--- src/rtl/traverse_pkg.sv ---
// constants, types and register map for the traverse frequency modulator
package traverse_pkg;
  localparam int unsigned ADDR_W = 8;
  localparam int unsigned DATA_W = 32;
  localparam int unsigned TERMINALS = 8;
  localparam logic [7:0] REG_APP_MODE = 8'h00;
  localparam logic [7:0] REG_AMPLITUDE = 8'h04;
  localparam logic [7:0] REG_SCRAMBLE = 8'h08;
  localparam logic [7:0] REG_ACC_TIME = 8'h0C;
  localparam logic [7:0] REG_DEC_TIME = 8'h10;
  localparam logic [7:0] REG_HI_OFFSET = 8'h14;
  localparam logic [7:0] REG_LO_OFFSET = 8'h18;
  localparam logic [7:0] REG_TERM_FUNC_LO = 8'h1C;
  localparam logic [7:0] REG_TERM_FUNC_HI = 8'h20;
  localparam logic [7:0] REG_FREQ_REF = 8'h24;
  localparam logic [7:0] REG_STATUS = 8'h28;
  localparam logic [2:0] APP_NONE = 3'h0;
  localparam logic [2:0] APP_TRAVERSE = 3'h1;
  localparam logic [2:0] APP_MODE_MAX = 3'h4;
  localparam logic [12:0] AMPLITUDE_MAX = 13'h00C8;
  localparam logic [12:0] SCRAMBLE_MAX = 13'h01F4;
  localparam logic [12:0] OFFSET_MAX = 13'h00C8;
  localparam logic [12:0] PCT_MIN = 13'h0000;
  localparam logic [9:0] PCT_RST = 10'h000;
  localparam logic [12:0] TIME_MIN = 13'h0001;
  localparam logic [12:0] TIME_MAX = 13'h1770;
  localparam logic [12:0] ACC_TIME_RST = 13'h0014;
  localparam logic [12:0] DEC_TIME_RST = 13'h001E;
  localparam logic [15:0] FREQ_REF_RST = 16'h0000;
  localparam logic [7:0] FUNC_NONE = 8'h00;
  localparam logic [7:0] FUNC_OFFSET_LO = 8'h1B;
  localparam logic [7:0] FUNC_OFFSET_HI = 8'h1C;
  localparam logic [25:0] PERMILLE = 26'h00003E8;
  localparam int unsigned FUNC_W = 8;
  localparam int unsigned STAT_RISE_BIT = 16;
  localparam int unsigned STAT_FALL_BIT = 17;
  localparam int unsigned STAT_HI_BIT = 18;
  localparam int unsigned STAT_LO_BIT = 19;
  localparam logic signed [18:0] FREQ_CEIL = 19'sh0FFFF;
  localparam logic signed [18:0] FREQ_FLOOR = 19'sh00000;
  localparam int unsigned SETTING_STEP_MS = 100;
  localparam int unsigned CLK_MHZ = 250;
  localparam int unsigned TENTH_CYCLES = SETTING_STEP_MS * CLK_MHZ * 1000;

  typedef enum logic [1:0] {ST_BYPASS, ST_RISE, ST_FALL} trav_state_e;

  typedef struct packed {
    logic [2:0] app_mode;
    logic [9:0] amplitude;
    logic [9:0] scramble;
    logic [12:0] acc_time;
    logic [12:0] dec_time;
    logic [9:0] hi_offset;
    logic [9:0] lo_offset;
    logic [15:0] freq_ref;
  } settings_s;
endpackage

--- src/rtl/ramp_stepper.sv ---
// rate generator: spreads span unit steps evenly over a ramp time
`timescale 1ns/1ps
module ramp_stepper
  import traverse_pkg::*;
#(
  parameter int unsigned TENTH_CYCLES_P = TENTH_CYCLES
)
(
  input wire logic clk,
  input wire logic rst,
  input wire logic run,
  input wire logic restart,
  input wire logic [17:0] span,
  input wire logic [12:0] time_tenths,
  output logic step
);
  logic [39:0] period;
  logic [39:0] sum;
  logic [39:0] acc_q;
  logic [39:0] acc_d;
  logic step_d;
  logic step_q;

  always_comb
  begin
    period = 40'(time_tenths) * 40'(TENTH_CYCLES_P);
    sum = acc_q + 40'(span);
    acc_d = sum;
    step_d = 1'b0;
    if (!run || restart)
    begin
      acc_d = '0;
    end
    else if (sum >= period)
    begin
      acc_d = sum - period;
      step_d = 1'b1;
    end
  end

  always_ff @(posedge clk)
  begin
    if (rst)
    begin
      acc_q <= '0;
      step_q <= 1'b0;
    end
    else
    begin
      acc_q <= acc_d;
      step_q <= step_d;
    end
  end

  assign step = step_q;
endmodule

--- src/rtl/traverse_modulator.sv ---
// traverse frequency modulator: register file, offset terminals and swing ramp
`timescale 1ns/1ps
// Function
// - swing amplitude is 0 to 20 percent of frequency reference, default 0
// - on each fall start, jump down by 0 to 50 percent of swing
// - rise and fall ramps use own times, 0.1 to 600 s, defaults 2 and 3
// - in traverse mode only, terminal with function 27 active subtracts low offset percent of reference
module traverse_modulator
  import traverse_pkg::*;
#(
  parameter int unsigned TENTH_CYCLES_P = TENTH_CYCLES
)
(
  input wire logic CLK,
  input wire logic RST,
  input wire logic [7:0] ADDR,
  input wire logic [31:0] WDATA,
  input wire logic WR,
  input wire logic RD,
  output logic [31:0] RDATA,
  input wire logic [7:0] TERM_IN,
  output logic [15:0] OUT_FREQ,
  output logic TRAVERSE_ACTIVE
);
  settings_s cfg_q, cfg_d;
  logic [7:0] func_q [TERMINALS], func_d [TERMINALS];
  logic [31:0] rdata_q, rdata_d;
  logic [7:0] term_s1_q, term_s2_q;
  logic [7:0] hi_match, lo_match;
  logic hi_active, lo_active;
  trav_state_e state_q, state_d;
  logic signed [18:0] dev_q, dev_d;
  logic [15:0] out_q, out_d;
  logic active_q, active_d;
  logic [25:0] amp_prod, scr_prod, hi_prod, lo_prod;
  logic [25:0] amp_full, scr_full, hi_full, lo_full;
  logic signed [18:0] amp_s, scr_s, hi_s, lo_s, center_s, sum_s;
  logic step, traverse;

  function automatic logic [12:0] clamp(input logic [31:0] v, input logic [12:0] lo,
                                        input logic [12:0] hi);
    logic [12:0] r;
    r = v[12:0];
    if (v > 32'(hi))
    begin
      r = hi;
    end
    else if (v < 32'(lo))
    begin
      r = lo;
    end
    return r;
  endfunction

  // offset terminal decode, one matcher per input terminal
  for (genvar i = 0; i < TERMINALS; i++)
  begin : g_term
    assign hi_match[i] = term_s2_q[i] && (func_q[i] == FUNC_OFFSET_HI);
    assign lo_match[i] = term_s2_q[i] && (func_q[i] == FUNC_OFFSET_LO);
  end
  assign hi_active = |hi_match;
  assign lo_active = |lo_match;

  // register file
  always_comb
  begin
    cfg_d = cfg_q;
    func_d = func_q;
    rdata_d = '0;
    if (WR)
    begin
      unique case (ADDR)
        REG_APP_MODE: cfg_d.app_mode = 3'(clamp(WDATA, PCT_MIN, 13'(APP_MODE_MAX)));
        REG_AMPLITUDE: cfg_d.amplitude = 10'(clamp(WDATA, PCT_MIN, AMPLITUDE_MAX));
        REG_SCRAMBLE: cfg_d.scramble = 10'(clamp(WDATA, PCT_MIN, SCRAMBLE_MAX));
        REG_ACC_TIME: cfg_d.acc_time = clamp(WDATA, TIME_MIN, TIME_MAX);
        REG_DEC_TIME: cfg_d.dec_time = clamp(WDATA, TIME_MIN, TIME_MAX);
        REG_HI_OFFSET: cfg_d.hi_offset = 10'(clamp(WDATA, PCT_MIN, OFFSET_MAX));
        REG_LO_OFFSET: cfg_d.lo_offset = 10'(clamp(WDATA, PCT_MIN, OFFSET_MAX));
        REG_TERM_FUNC_LO:
          for (int t = 0; t < TERMINALS / 2; t++)
            func_d[t] = WDATA[t*FUNC_W +: FUNC_W];
        REG_TERM_FUNC_HI:
          for (int t = 0; t < TERMINALS / 2; t++)
            func_d[t + TERMINALS / 2] = WDATA[t*FUNC_W +: FUNC_W];
        REG_FREQ_REF: cfg_d.freq_ref = WDATA[15:0];
        default: ;
      endcase
    end
    if (RD)
    begin
      unique case (ADDR)
        REG_APP_MODE: rdata_d = 32'(cfg_q.app_mode);
        REG_AMPLITUDE: rdata_d = 32'(cfg_q.amplitude);
        REG_SCRAMBLE: rdata_d = 32'(cfg_q.scramble);
        REG_ACC_TIME: rdata_d = 32'(cfg_q.acc_time);
        REG_DEC_TIME: rdata_d = 32'(cfg_q.dec_time);
        REG_HI_OFFSET: rdata_d = 32'(cfg_q.hi_offset);
        REG_LO_OFFSET: rdata_d = 32'(cfg_q.lo_offset);
        REG_TERM_FUNC_LO: rdata_d = {func_q[3], func_q[2], func_q[1], func_q[0]};
        REG_TERM_FUNC_HI: rdata_d = {func_q[7], func_q[6], func_q[5], func_q[4]};
        REG_FREQ_REF: rdata_d = 32'(cfg_q.freq_ref);
        REG_STATUS:
        begin
          rdata_d[15:0] = out_q;
          rdata_d[STAT_RISE_BIT] = (state_q == ST_RISE);
          rdata_d[STAT_FALL_BIT] = (state_q == ST_FALL);
          rdata_d[STAT_HI_BIT] = hi_active;
          rdata_d[STAT_LO_BIT] = lo_active;
        end
        default: rdata_d = '0;
      endcase
    end
  end

  always_ff @(posedge CLK)
  begin
    if (RST)
    begin
      cfg_q.app_mode <= APP_NONE;
      cfg_q.amplitude <= PCT_RST;
      cfg_q.scramble <= PCT_RST;
      cfg_q.acc_time <= ACC_TIME_RST;
      cfg_q.dec_time <= DEC_TIME_RST;
      cfg_q.hi_offset <= PCT_RST;
      cfg_q.lo_offset <= PCT_RST;
      cfg_q.freq_ref <= FREQ_REF_RST;
      for (int t = 0; t < TERMINALS; t++)
        func_q[t] <= FUNC_NONE;
      rdata_q <= '0;
      term_s1_q <= '0;
      term_s2_q <= '0;
    end
    else
    begin
      cfg_q <= cfg_d;
      func_q <= func_d;
      rdata_q <= rdata_d;
      term_s1_q <= TERM_IN;
      term_s2_q <= term_s1_q;
    end
  end

  // swing, scramble and offset sizes
  always_comb
  begin
    amp_prod = 26'(cfg_q.freq_ref) * 26'(cfg_q.amplitude);
    amp_full = amp_prod / PERMILLE;
    amp_s = signed'(19'(amp_full[15:0]));
    scr_prod = 26'(amp_full[15:0]) * 26'(cfg_q.scramble);
    scr_full = scr_prod / PERMILLE;
    scr_s = signed'(19'(scr_full[15:0]));
    hi_prod = 26'(cfg_q.freq_ref) * 26'(cfg_q.hi_offset);
    hi_full = hi_prod / PERMILLE;
    lo_prod = 26'(cfg_q.freq_ref) * 26'(cfg_q.lo_offset);
    lo_full = lo_prod / PERMILLE;
    hi_s = hi_active ? signed'(19'(hi_full[15:0])) : '0;
    lo_s = lo_active ? signed'(19'(lo_full[15:0])) : '0;
    center_s = signed'(19'(cfg_q.freq_ref)) + hi_s - lo_s;
  end

  assign traverse = (cfg_q.app_mode == APP_TRAVERSE);

  ramp_stepper #(
    .TENTH_CYCLES_P(TENTH_CYCLES_P)
  ) u_stepper (
    .clk(CLK),
    .rst(RST),
    .run(state_q != ST_BYPASS),
    .restart(state_d != state_q),
    .span(18'(amp_full[15:0]) << 1),
    .time_tenths((state_q == ST_FALL) ? cfg_q.dec_time : cfg_q.acc_time),
    .step(step)
  );

  // swing ramp and output
  always_comb
  begin
    state_d = state_q;
    dev_d = dev_q;
    if (!traverse)
    begin
      state_d = ST_BYPASS;
      dev_d = '0;
    end
    else
    begin
      unique case (state_q)
        ST_BYPASS:
        begin
          state_d = ST_RISE;
          dev_d = '0;
        end
        ST_RISE:
        begin
          if (dev_q >= amp_s)
          begin
            state_d = ST_FALL;
            dev_d = amp_s - scr_s;
          end
          else if (step)
          begin
            dev_d = dev_q + 19'sh00001;
          end
        end
        ST_FALL:
        begin
          if (dev_q <= -amp_s)
          begin
            state_d = ST_RISE;
          end
          else if (step)
          begin
            dev_d = dev_q - 19'sh00001;
          end
        end
      endcase
    end
    sum_s = center_s + dev_q;
    active_d = traverse;
    if (!traverse)
    begin
      out_d = cfg_q.freq_ref;
    end
    else if (sum_s > FREQ_CEIL)
    begin
      out_d = FREQ_CEIL[15:0];
    end
    else if (sum_s < FREQ_FLOOR)
    begin
      out_d = FREQ_FLOOR[15:0];
    end
    else
    begin
      out_d = sum_s[15:0];
    end
  end

  always_ff @(posedge CLK)
  begin
    if (RST)
    begin
      state_q <= ST_BYPASS;
      dev_q <= '0;
      out_q <= '0;
      active_q <= 1'b0;
    end
    else
    begin
      state_q <= state_d;
      dev_q <= dev_d;
      out_q <= out_d;
      active_q <= active_d;
    end
  end

  assign RDATA = rdata_q;
  assign OUT_FREQ = out_q;
  assign TRAVERSE_ACTIVE = active_q;

  AST_BYPASS_FOLLOWS: assert property (@(posedge CLK) disable iff (RST)
    (!traverse) |=> (OUT_FREQ == $past(cfg_q.freq_ref)) && (state_q == ST_BYPASS))
    else $error("output does not follow reference outside traverse mode");
  AST_PEAK_TURN: assert property (@(posedge CLK) disable iff (RST)
    (traverse && state_q == ST_RISE && dev_q >= amp_s) |=> (state_q == ST_FALL))
    else $error("rise did not turn at swing peak");
  AST_SCRAMBLE_JUMP: assert property (@(posedge CLK) disable iff (RST)
    (traverse && state_q == ST_RISE && dev_q >= amp_s)
    |=> (dev_q == $past(amp_s) - $past(scr_s)))
    else $error("scramble jump size wrong at fall start");
  AST_RISE_STEP: assert property (@(posedge CLK) disable iff (RST)
    (traverse && state_q == ST_RISE && dev_q < amp_s && step) |=> (dev_q == $past(dev_q) + 1))
    else $error("rise ramp did not advance");
  AST_FALL_STEP: assert property (@(posedge CLK) disable iff (RST)
    (traverse && state_q == ST_FALL && dev_q > -amp_s && step) |=> (dev_q == $past(dev_q) - 1))
    else $error("fall ramp did not descend");
  AST_HI_OFFSET: assert property (@(posedge CLK) disable iff (RST)
    (hi_active && !lo_active) |-> (center_s == signed'(19'(cfg_q.freq_ref))
    + signed'(19'(32'(cfg_q.freq_ref) * 32'(cfg_q.hi_offset) / 32'(PERMILLE)))))
    else $error("high offset not added");
  AST_LO_OFFSET: assert property (@(posedge CLK) disable iff (RST)
    (lo_active && !hi_active) |-> (center_s == signed'(19'(cfg_q.freq_ref))
    - signed'(19'(32'(cfg_q.freq_ref) * 32'(cfg_q.lo_offset) / 32'(PERMILLE)))))
    else $error("low offset not subtracted");
endmodule

--- config.mk ---
export PLATFORM = sky130hd
export DESIGN_NAME = traverse_modulator
export DESIGN_NICKNAME = d
export VERILOG_FILES = /design/src/rtl/traverse_pkg.sv /design/src/rtl/ramp_stepper.sv /design/src/rtl/traverse_modulator.sv
export SDC_FILE = /design/constraint.sdc
export NUM_CORES = 2
export LEC_CHECK = 0
export BUFFER_PORTS_ARGS = -buffer_cell sky130_fd_sc_hd__clkbuf_2
export CAP_MARGIN = 20
export CORE_MARGIN = 10
export CORE_UTILIZATION = 60
export CTS_CLUSTER_SIZE = 10
export DETAILED_ROUTE_END_ITERATION = 6
export HOLD_SLACK_MARGIN = 0.02
export PLACE_DENSITY = 0.86
export SLEW_MARGIN = 20
export SYNTH_ARGS = -nofsm -noshare
export SYNTH_HDL_FRONTEND = slang
export SYNTH_SLANG_ARGS = --single-unit
export TNS_END_PERCENT = 100
--- constraint.sdc ---
create_clock -name CLK -period 36.8 [get_ports CLK]
set_input_delay 7.36 -clock CLK [delete_from_list [all_inputs] [get_ports CLK]]
set_output_delay 7.36 -clock CLK [all_outputs]
set_load 0.005 [all_outputs]
* After elaboration in Yosys (flattened, before gate mapping) *
Index checks and enable logic that the tools add are counted.

word-level totals
  flip-flop bits (word level) = 276
  bits in latches = 0
  RAM bits = 0
  memories = 0
  logic and storage cells = 151
  memory bits (read-only) = 0

cells by class
  reduce and logical (&&, ||, !) cells = 37
  $mul = 5
  add/sub/neg operators = 9
  eq/ne operators = 33
  muxes and demuxes = 25
  magnitude comparators = 11
  shift-type cells = 0
  bitwise logic cells = 2
  div/mod/pow operators = 4

operator list
  operator                                                     number
  one-hot mux 20 bit (11 select lines)                         1
  equality test 8 x 5 -> 1 bit, second input constant          20
  divider 26 x 10 -> 26 bit, second input constant             4
  multiplier 16 x 10 -> 26 bit                                 4
  2-to-1 mux 16 bit                                            5
  2-to-1 mux 19 bit                                            4
  less-than comparator 32 x 1 -> 1 bit, second input constant  2
  one-hot mux 19 bit (3 select lines)                          1
  adder 40 x 17 -> 40 bit                                      1
  greater-or-equal comparator 40 x 38 -> 1 bit                 1
  2-to-1 mux 40 bit                                            1
  subtractor 40 x 38 -> 40 bit                                 1
  2-to-1 mux 13 bit                                            3
  > comparator 32 x 13 -> 1 bit, second input constant         1
  > comparator 32 x 3 -> 1 bit, second input constant          1
  > comparator 32 x 8 -> 1 bit, second input constant          1
  > comparator 32 x 9 -> 1 bit, second input constant          1
  multiplier 13 x 19 -> 32 bit, second input constant          1
  2-to-1 mux 10 bit                                            3
  equality test 8 x 6 -> 1 bit, second input constant          3
  one-hot mux 12 bit (2 select lines)                          1
  AND reduction 2 bit                                          10
  adder 18 x 19 -> 19 bit                                      1
  adder 19 x 2 -> 19 bit, second input constant                1
  other kinds (32)                                             54

* Longest topological paths before layout *
  depth after elaboration = 11
  gate-level depth with buffers = 164
  gate-level depth less buffers = 149

* Hierarchy *
From an unflattened synthesis, not the netlist that was laid out.

unflattened totals
  cells, all modules = 7751
  area total of the unflattened synthesis = 60164.0 um^2

by module, submodules not included
  module              seq. area each (um^2)  cells an instance  area an instance (um^2)  instances
  traverse_modulator  4704.5                 6721               51559.4                  1
  ramp_stepper        820.8                  1030               8604.5                   1

* Least setup slack after synthesis *
No wires, ideal clock.

  kind = reg2reg
  from = register cfg_q[75] (netlist name)
  to = register dev_q[16]
  stages on the path, launching flop included = 148
  slack = 2.206 ns
  path buffers = 12
  required time = 36.730 ns
  clock period less this slack = 34.594 ns
  arrival time = 34.524 ns
  cell sequence = dfxtp_1 -> clkbuf_1 -> clkbuf_1 -> nand2_1 -> fa_1 -> inv_1 -> fa_1 -> fa_1 -> fa_1 -> fa_1 -> ha_1 -> buf_2 -> a21o_1 -> a21o_1 -> a21o_1 -> a21o_1 -> o211a_1 -> o21a_1 -> (+112 left out) -> a21o_1 -> a21o_1 -> a21o_1 -> a21o_1 -> a21o_1 -> a21o_1 -> a21o_1 -> a21o_1 -> a21o_1 -> a21o_1 -> a21o_1 -> nand2_1 -> a31oi_1 -> o211ai_1 -> o21ai_0 -> o21ai_0 -> nand3_1 -> a21oi_1

on the way
  cells in the longest elaborated chain, start to end = 7
  elaborated cells on any way between the ends = 13

ends and longest elaborated chain
  item                                 RTL line                   source
  from (decl)                          traverse_modulator.sv:25   settings_s cfg_q, cfg_d;
  from (signal assigned)               traverse_modulator.sv:136  cfg_q <= cfg_d;
  multiplier 16 x 10 -> 26 bit (*)     traverse_modulator.sv:147  amp_prod = 26'(cfg_q.freq_ref) * 26'(cfg_q.amplitude);
  divider 26 x 10 -> 26 bit (*)        traverse_modulator.sv:148  amp_full = amp_prod / PERMILLE;
  multiplier 16 x 10 -> 26 bit         traverse_modulator.sv:150  scr_prod = 26'(amp_full[15:0]) * 26'(cfg_q.scramble);
  divider 26 x 10 -> 26 bit            traverse_modulator.sv:151  scr_full = scr_prod / PERMILLE;
  subtractor 16 x 16 -> 17 bit         traverse_modulator.sv:199  dev_d = amp_s - scr_s;
  2-to-1 mux 19 bit                    traverse_modulator.sv:196  if (dev_q >= amp_s)
  one-hot mux 19 bit (3 select lines)  traverse_modulator.sv:188  unique case (state_q)
  to (signal assigned)                 traverse_modulator.sv:251  dev_q <= dev_d;
  to (decl)                            traverse_modulator.sv:32   logic signed [18:0] dev_q, dev_d;

Mark *: on every way between the ends. The rest lies on a longest branch, timed or not.
A chain may end at the register's enable or synchronous reset.

* Worst setup path after layout *
  from = register cfg_q[80] (netlist name)
  to = register dev_q[16]

The elaborated chain is that of the path after synthesis.

==> flow_metrics.py <==
metrics = {
    "timing": {
        "layout_setup_ws_ps": 1050,
        "fmax_mhz": 28.0,
        "hold_violations": 0,
        "min_period_over_period_pct": 97.2,
        "whs_ps": 435,
        "tns_ps": 0,
        "worst_slew_pin_slew_ps": 1170,
        "period_minus_slack_ps": 35750,
        "slew_viol_final": 0,
        "setup_viol": 0,
        "finalClockSkew_ps": 34.7,
        "slew_headroom_pct": 21.3,
    },
    "pwr": {
        "p_total_uw": 653,
        "ir_drop_v": 0.0000647,
        "powerDensity_mw_per_mm2": 10.2,
        "p_leak_uw": 0.0284,
    },
    "finish": {
        "drive_gt1_share_pct": 11.0,
        "multi_input_area_mm2": 0.0507,
        "register_area_mm2": 0.00557,
        "fillers": 7828,
        "syn2layout_area_growth_pct": 8.44,
        "final_common_cell": "nand2_1",
        "nNetsFinal": 8703,
        "layout_common_cells": "nand2_1, inv_1, fa_1",
    },
    "synthesis": {
        "syn_inst": 7633,
        "syn_nets": 8696,
        "yosys.area.top_type_share_pct": 18.4,
        "ys.flop_type": "dfxtp_1",
        "async_flop_share_pct": 0,
        "ys_top_cells_by_area": "fa_1, ha_1, dfxtp_1",
        "syn_area_mm2": 0.0590,
        "ys_seq_elements": 275,
        "synth_edf_count": 0,
        "yosysUniqueCellTypes": 140,
        "yosys.area.top_type": "fa_1",
        "ys_seq_area_share_pct": 9.33,
        "ys_warn_count": 0,
        "avgSynthCellArea_um2": 7.73,
    },
    "global_route": {
        "grt_pass1_wl_mm": 293,
        "track_usage_pct": 31.3,
        "first_global_vias": 56481,
        "antenna_found_initial": 17,
        "grt-ovfl-total": 0,
        "grt_max_degree": 82,
    },
    "floorplan": {
        "dieArea_mm2": 0.111,
        "io-pin-count": 101,
        "core_mm2": 0.0971,
        "initial_core_util_pct": 60.7,
        "die_h_um": 334,
        "num_rows": 114,
        "die_w_um": 334,
    },
    "placed_design": {
        "routabilityCongestion": 1.01,
        "hpwl_mm": 142,
        "port_buffers": 100,
        "dp_worst_setup_slack_ps": -961,
    },
    "setup_path": {
        "end_kind": "flip-flop",
        "arrival_ps": 36260,
        "crit_top_cell": "a21o_1",
        "cp_slowest_stage_delay_ps": 620,
        "critical_path.max_fanout": 13,
        "cp_top_family": "compound AO/OA/AOI/OAI gates",
        "crit_slowest_cell": "or4_4",
        "crit_required_ps": 37300,
        "start_kind": "flip-flop",
        "cp.buffers_inverters": 21,
        "crit_type": "reg2reg",
    },
    "routing": {
        "wl_per_cell_um": 20.8,
        "vias": 59421,
        "routed_wl_mm": 186,
        "drc": 201,
        "vias_per_cell": 6.64,
        "firstDrtPassIters": 7,
        "ant_nets": 0,
        "drt_iter0_markers": 7235,
    },
    "cts": {
        "clkTransAtPathRegs_ps": 60,
        "ctsHtreeMaxLevel": 2,
        "cts_tree": "yes",
        "cts_max_path_buffers": 3,
        "clk_latency_ps": 580,
        "cts-root-buf": "clkbuf_16",
        "cts_buffers": 35,
        "clock_sinks": 275,
    },
    "run_status": {
        "violations": "design-rule violations",
        "status": "complete, but fails checks",
    },
    "min_path": {
        "hp-class": "reg2reg",
    },
    "run": {
        "drv_cap": 0,
    },
}
==> cell type report <==
type,instances,area share [%]
antenna,18,0.0704
sequential,275,8.71
clock inverter,7,0.201
clock buffer,42,1.43
timing repair buffer,327,3.56
multi-input combinational,6286,79.3
tap,1276,2.50
inverter,715,4.21
==> registers in the layout, indices dropped and copies added (netlist names) <==
name             count
cfg_q               85
func_q              64
u_stepper.acc_q     39
RDATA               32
dev_q               19
OUT_FREQ            16
term_s1_q            8
term_s2_q            8
state_q              2
TRAVERSE_ACTIVE      1
u_stepper.step       1
==> worst reg2reg max path: cells and delay by family (launching register included) <==
kind | cells | cell delay (ps)
XOR/XNOR | 2 | 630
adder cells (fa/ha/maj) | 14 | 6320
multiplexers | 4 | 860
buffers and inverters | 21 | 3370
AO/OA/AOI/OAI | 83 | 18060
flip-flops | 1 | 390
AND/OR/NAND/NOR | 26 | 6030
==> cell families (layout without fill, tap and decap cells) <==
| kind of cell | after synthesis | after routing | synth area share (%) |
|---|---|---|---|
| adder cells (fa/ha/maj) | 1025 | 1025 | 28.6 |
| buffers and inverters | 1072 | 1091 | 6.99 |
| flip-flops | 275 | 275 | 9.33 |
| other | 0 | 18 | 0 |
| AO/OA/AOI/OAI | 2029 | 2029 | 24.3 |
| XOR/XNOR | 419 | 419 | 6.34 |
| multiplexers | 103 | 103 | 1.83 |
| AND/OR/NAND/NOR | 2710 | 2710 | 22.7 |
==> where the power goes <==
group / total (uW) / internal [uW] / switching [uW]
Combinational: 26.8 / 8.45 / 18.3
Clock: 327 / 190 / 138
Sequential: 299 / 298 / 0.792
==> synthesized netlist by cell type (22+ instances only) <==
library cell and n:
nor2_1 484, o21ai_1 40, nor3_1 162, a22oi_1 64, o22ai_1 35, a222oi_1 22
a211oi_1 79, nor4_1 37, or3_1 61, or4_1 25, buf_2 43, xor2_1 100
or2_2 44, o221ai_1 26, o211ai_1 81, nand3_1 182, o21bai_1 65, a21oi_1 529
fa_1 541, o31ai_1 45, nor2b_1 70, ha_1 470, o211a_1 24, o21a_1 59
mux2i_1 68, clkbuf_1 294, nand4_1 59, and3_1 98, xnor2_1 310, nand2b_1 53
a211o_1 35, a31o_2 22, dfxtp_1 275, o21ai_0 282, inv_1 704, a221oi_1 28
nand2_1 959, a21o_1 133, a31oi_1 78, and2_1 339, mux2_2 33
==> per-layer routing <==
layer | wire length (um) | GRT usage [%] | share of wire, %
met5 | 28 | 0 | 0.015
met4 | 9840 | 14.4 | 5.3
met3 | 20200 | 6.88 | 11
met2 | 85100 | 51.2 | 46
met1 | 70700 | 39.2 | 38
==> through the flow <==
step / util (%) / area, um2 / instances
6_report: 65.8 / 64000 / 8946
5_1_grt: 65.8 / 63900 / 8940
4_1_cts: 63.9 / 62000 / 8845
3_5_place_dp: 62.4 / 60700 / 8783
3_3_place_gp: 62.4 / 60600 / 8782
2_1_floorplan: - / 59000 / 7633
==> what timing repair did <==
| action | 4_1_cts | 5_1_grt |
|---|---|---|
| hold buffers | 0 | 0 |
| gates cloned | 0 | 1 |
| pin swaps | 12 | 74 |
| setup buffers | 13 | 83 |
| endpoints found under the hold margin | 0 | 0 |
| resized for setup | 52 | 250 |
| endpoints found under the setup margin | 8 | 18 |
==> final timing paths <==
| path | start | cells past startpoint | endpoint | slack (ps) |
|---|---|---|---|---|
| min reg2reg | term_s1_q[5]$_SDFF_PP0_ | 1 | term_s2_q[5]$_SDFF_PP0_ | 440 |
| max reg2reg | cfg_q[80]$_SDFFE_PP0P_ | 150 | dev_q[16]$_SDFFE_PP0P_ | 1050 |
| min | term_s1_q[5]$_SDFF_PP0_ | 1 | term_s2_q[5]$_SDFF_PP0_ | 440 |
| max | cfg_q[80]$_SDFFE_PP0P_ | 150 | dev_q[16]$_SDFFE_PP0P_ | 1050 |
Power figures use the tool's default switching activity.
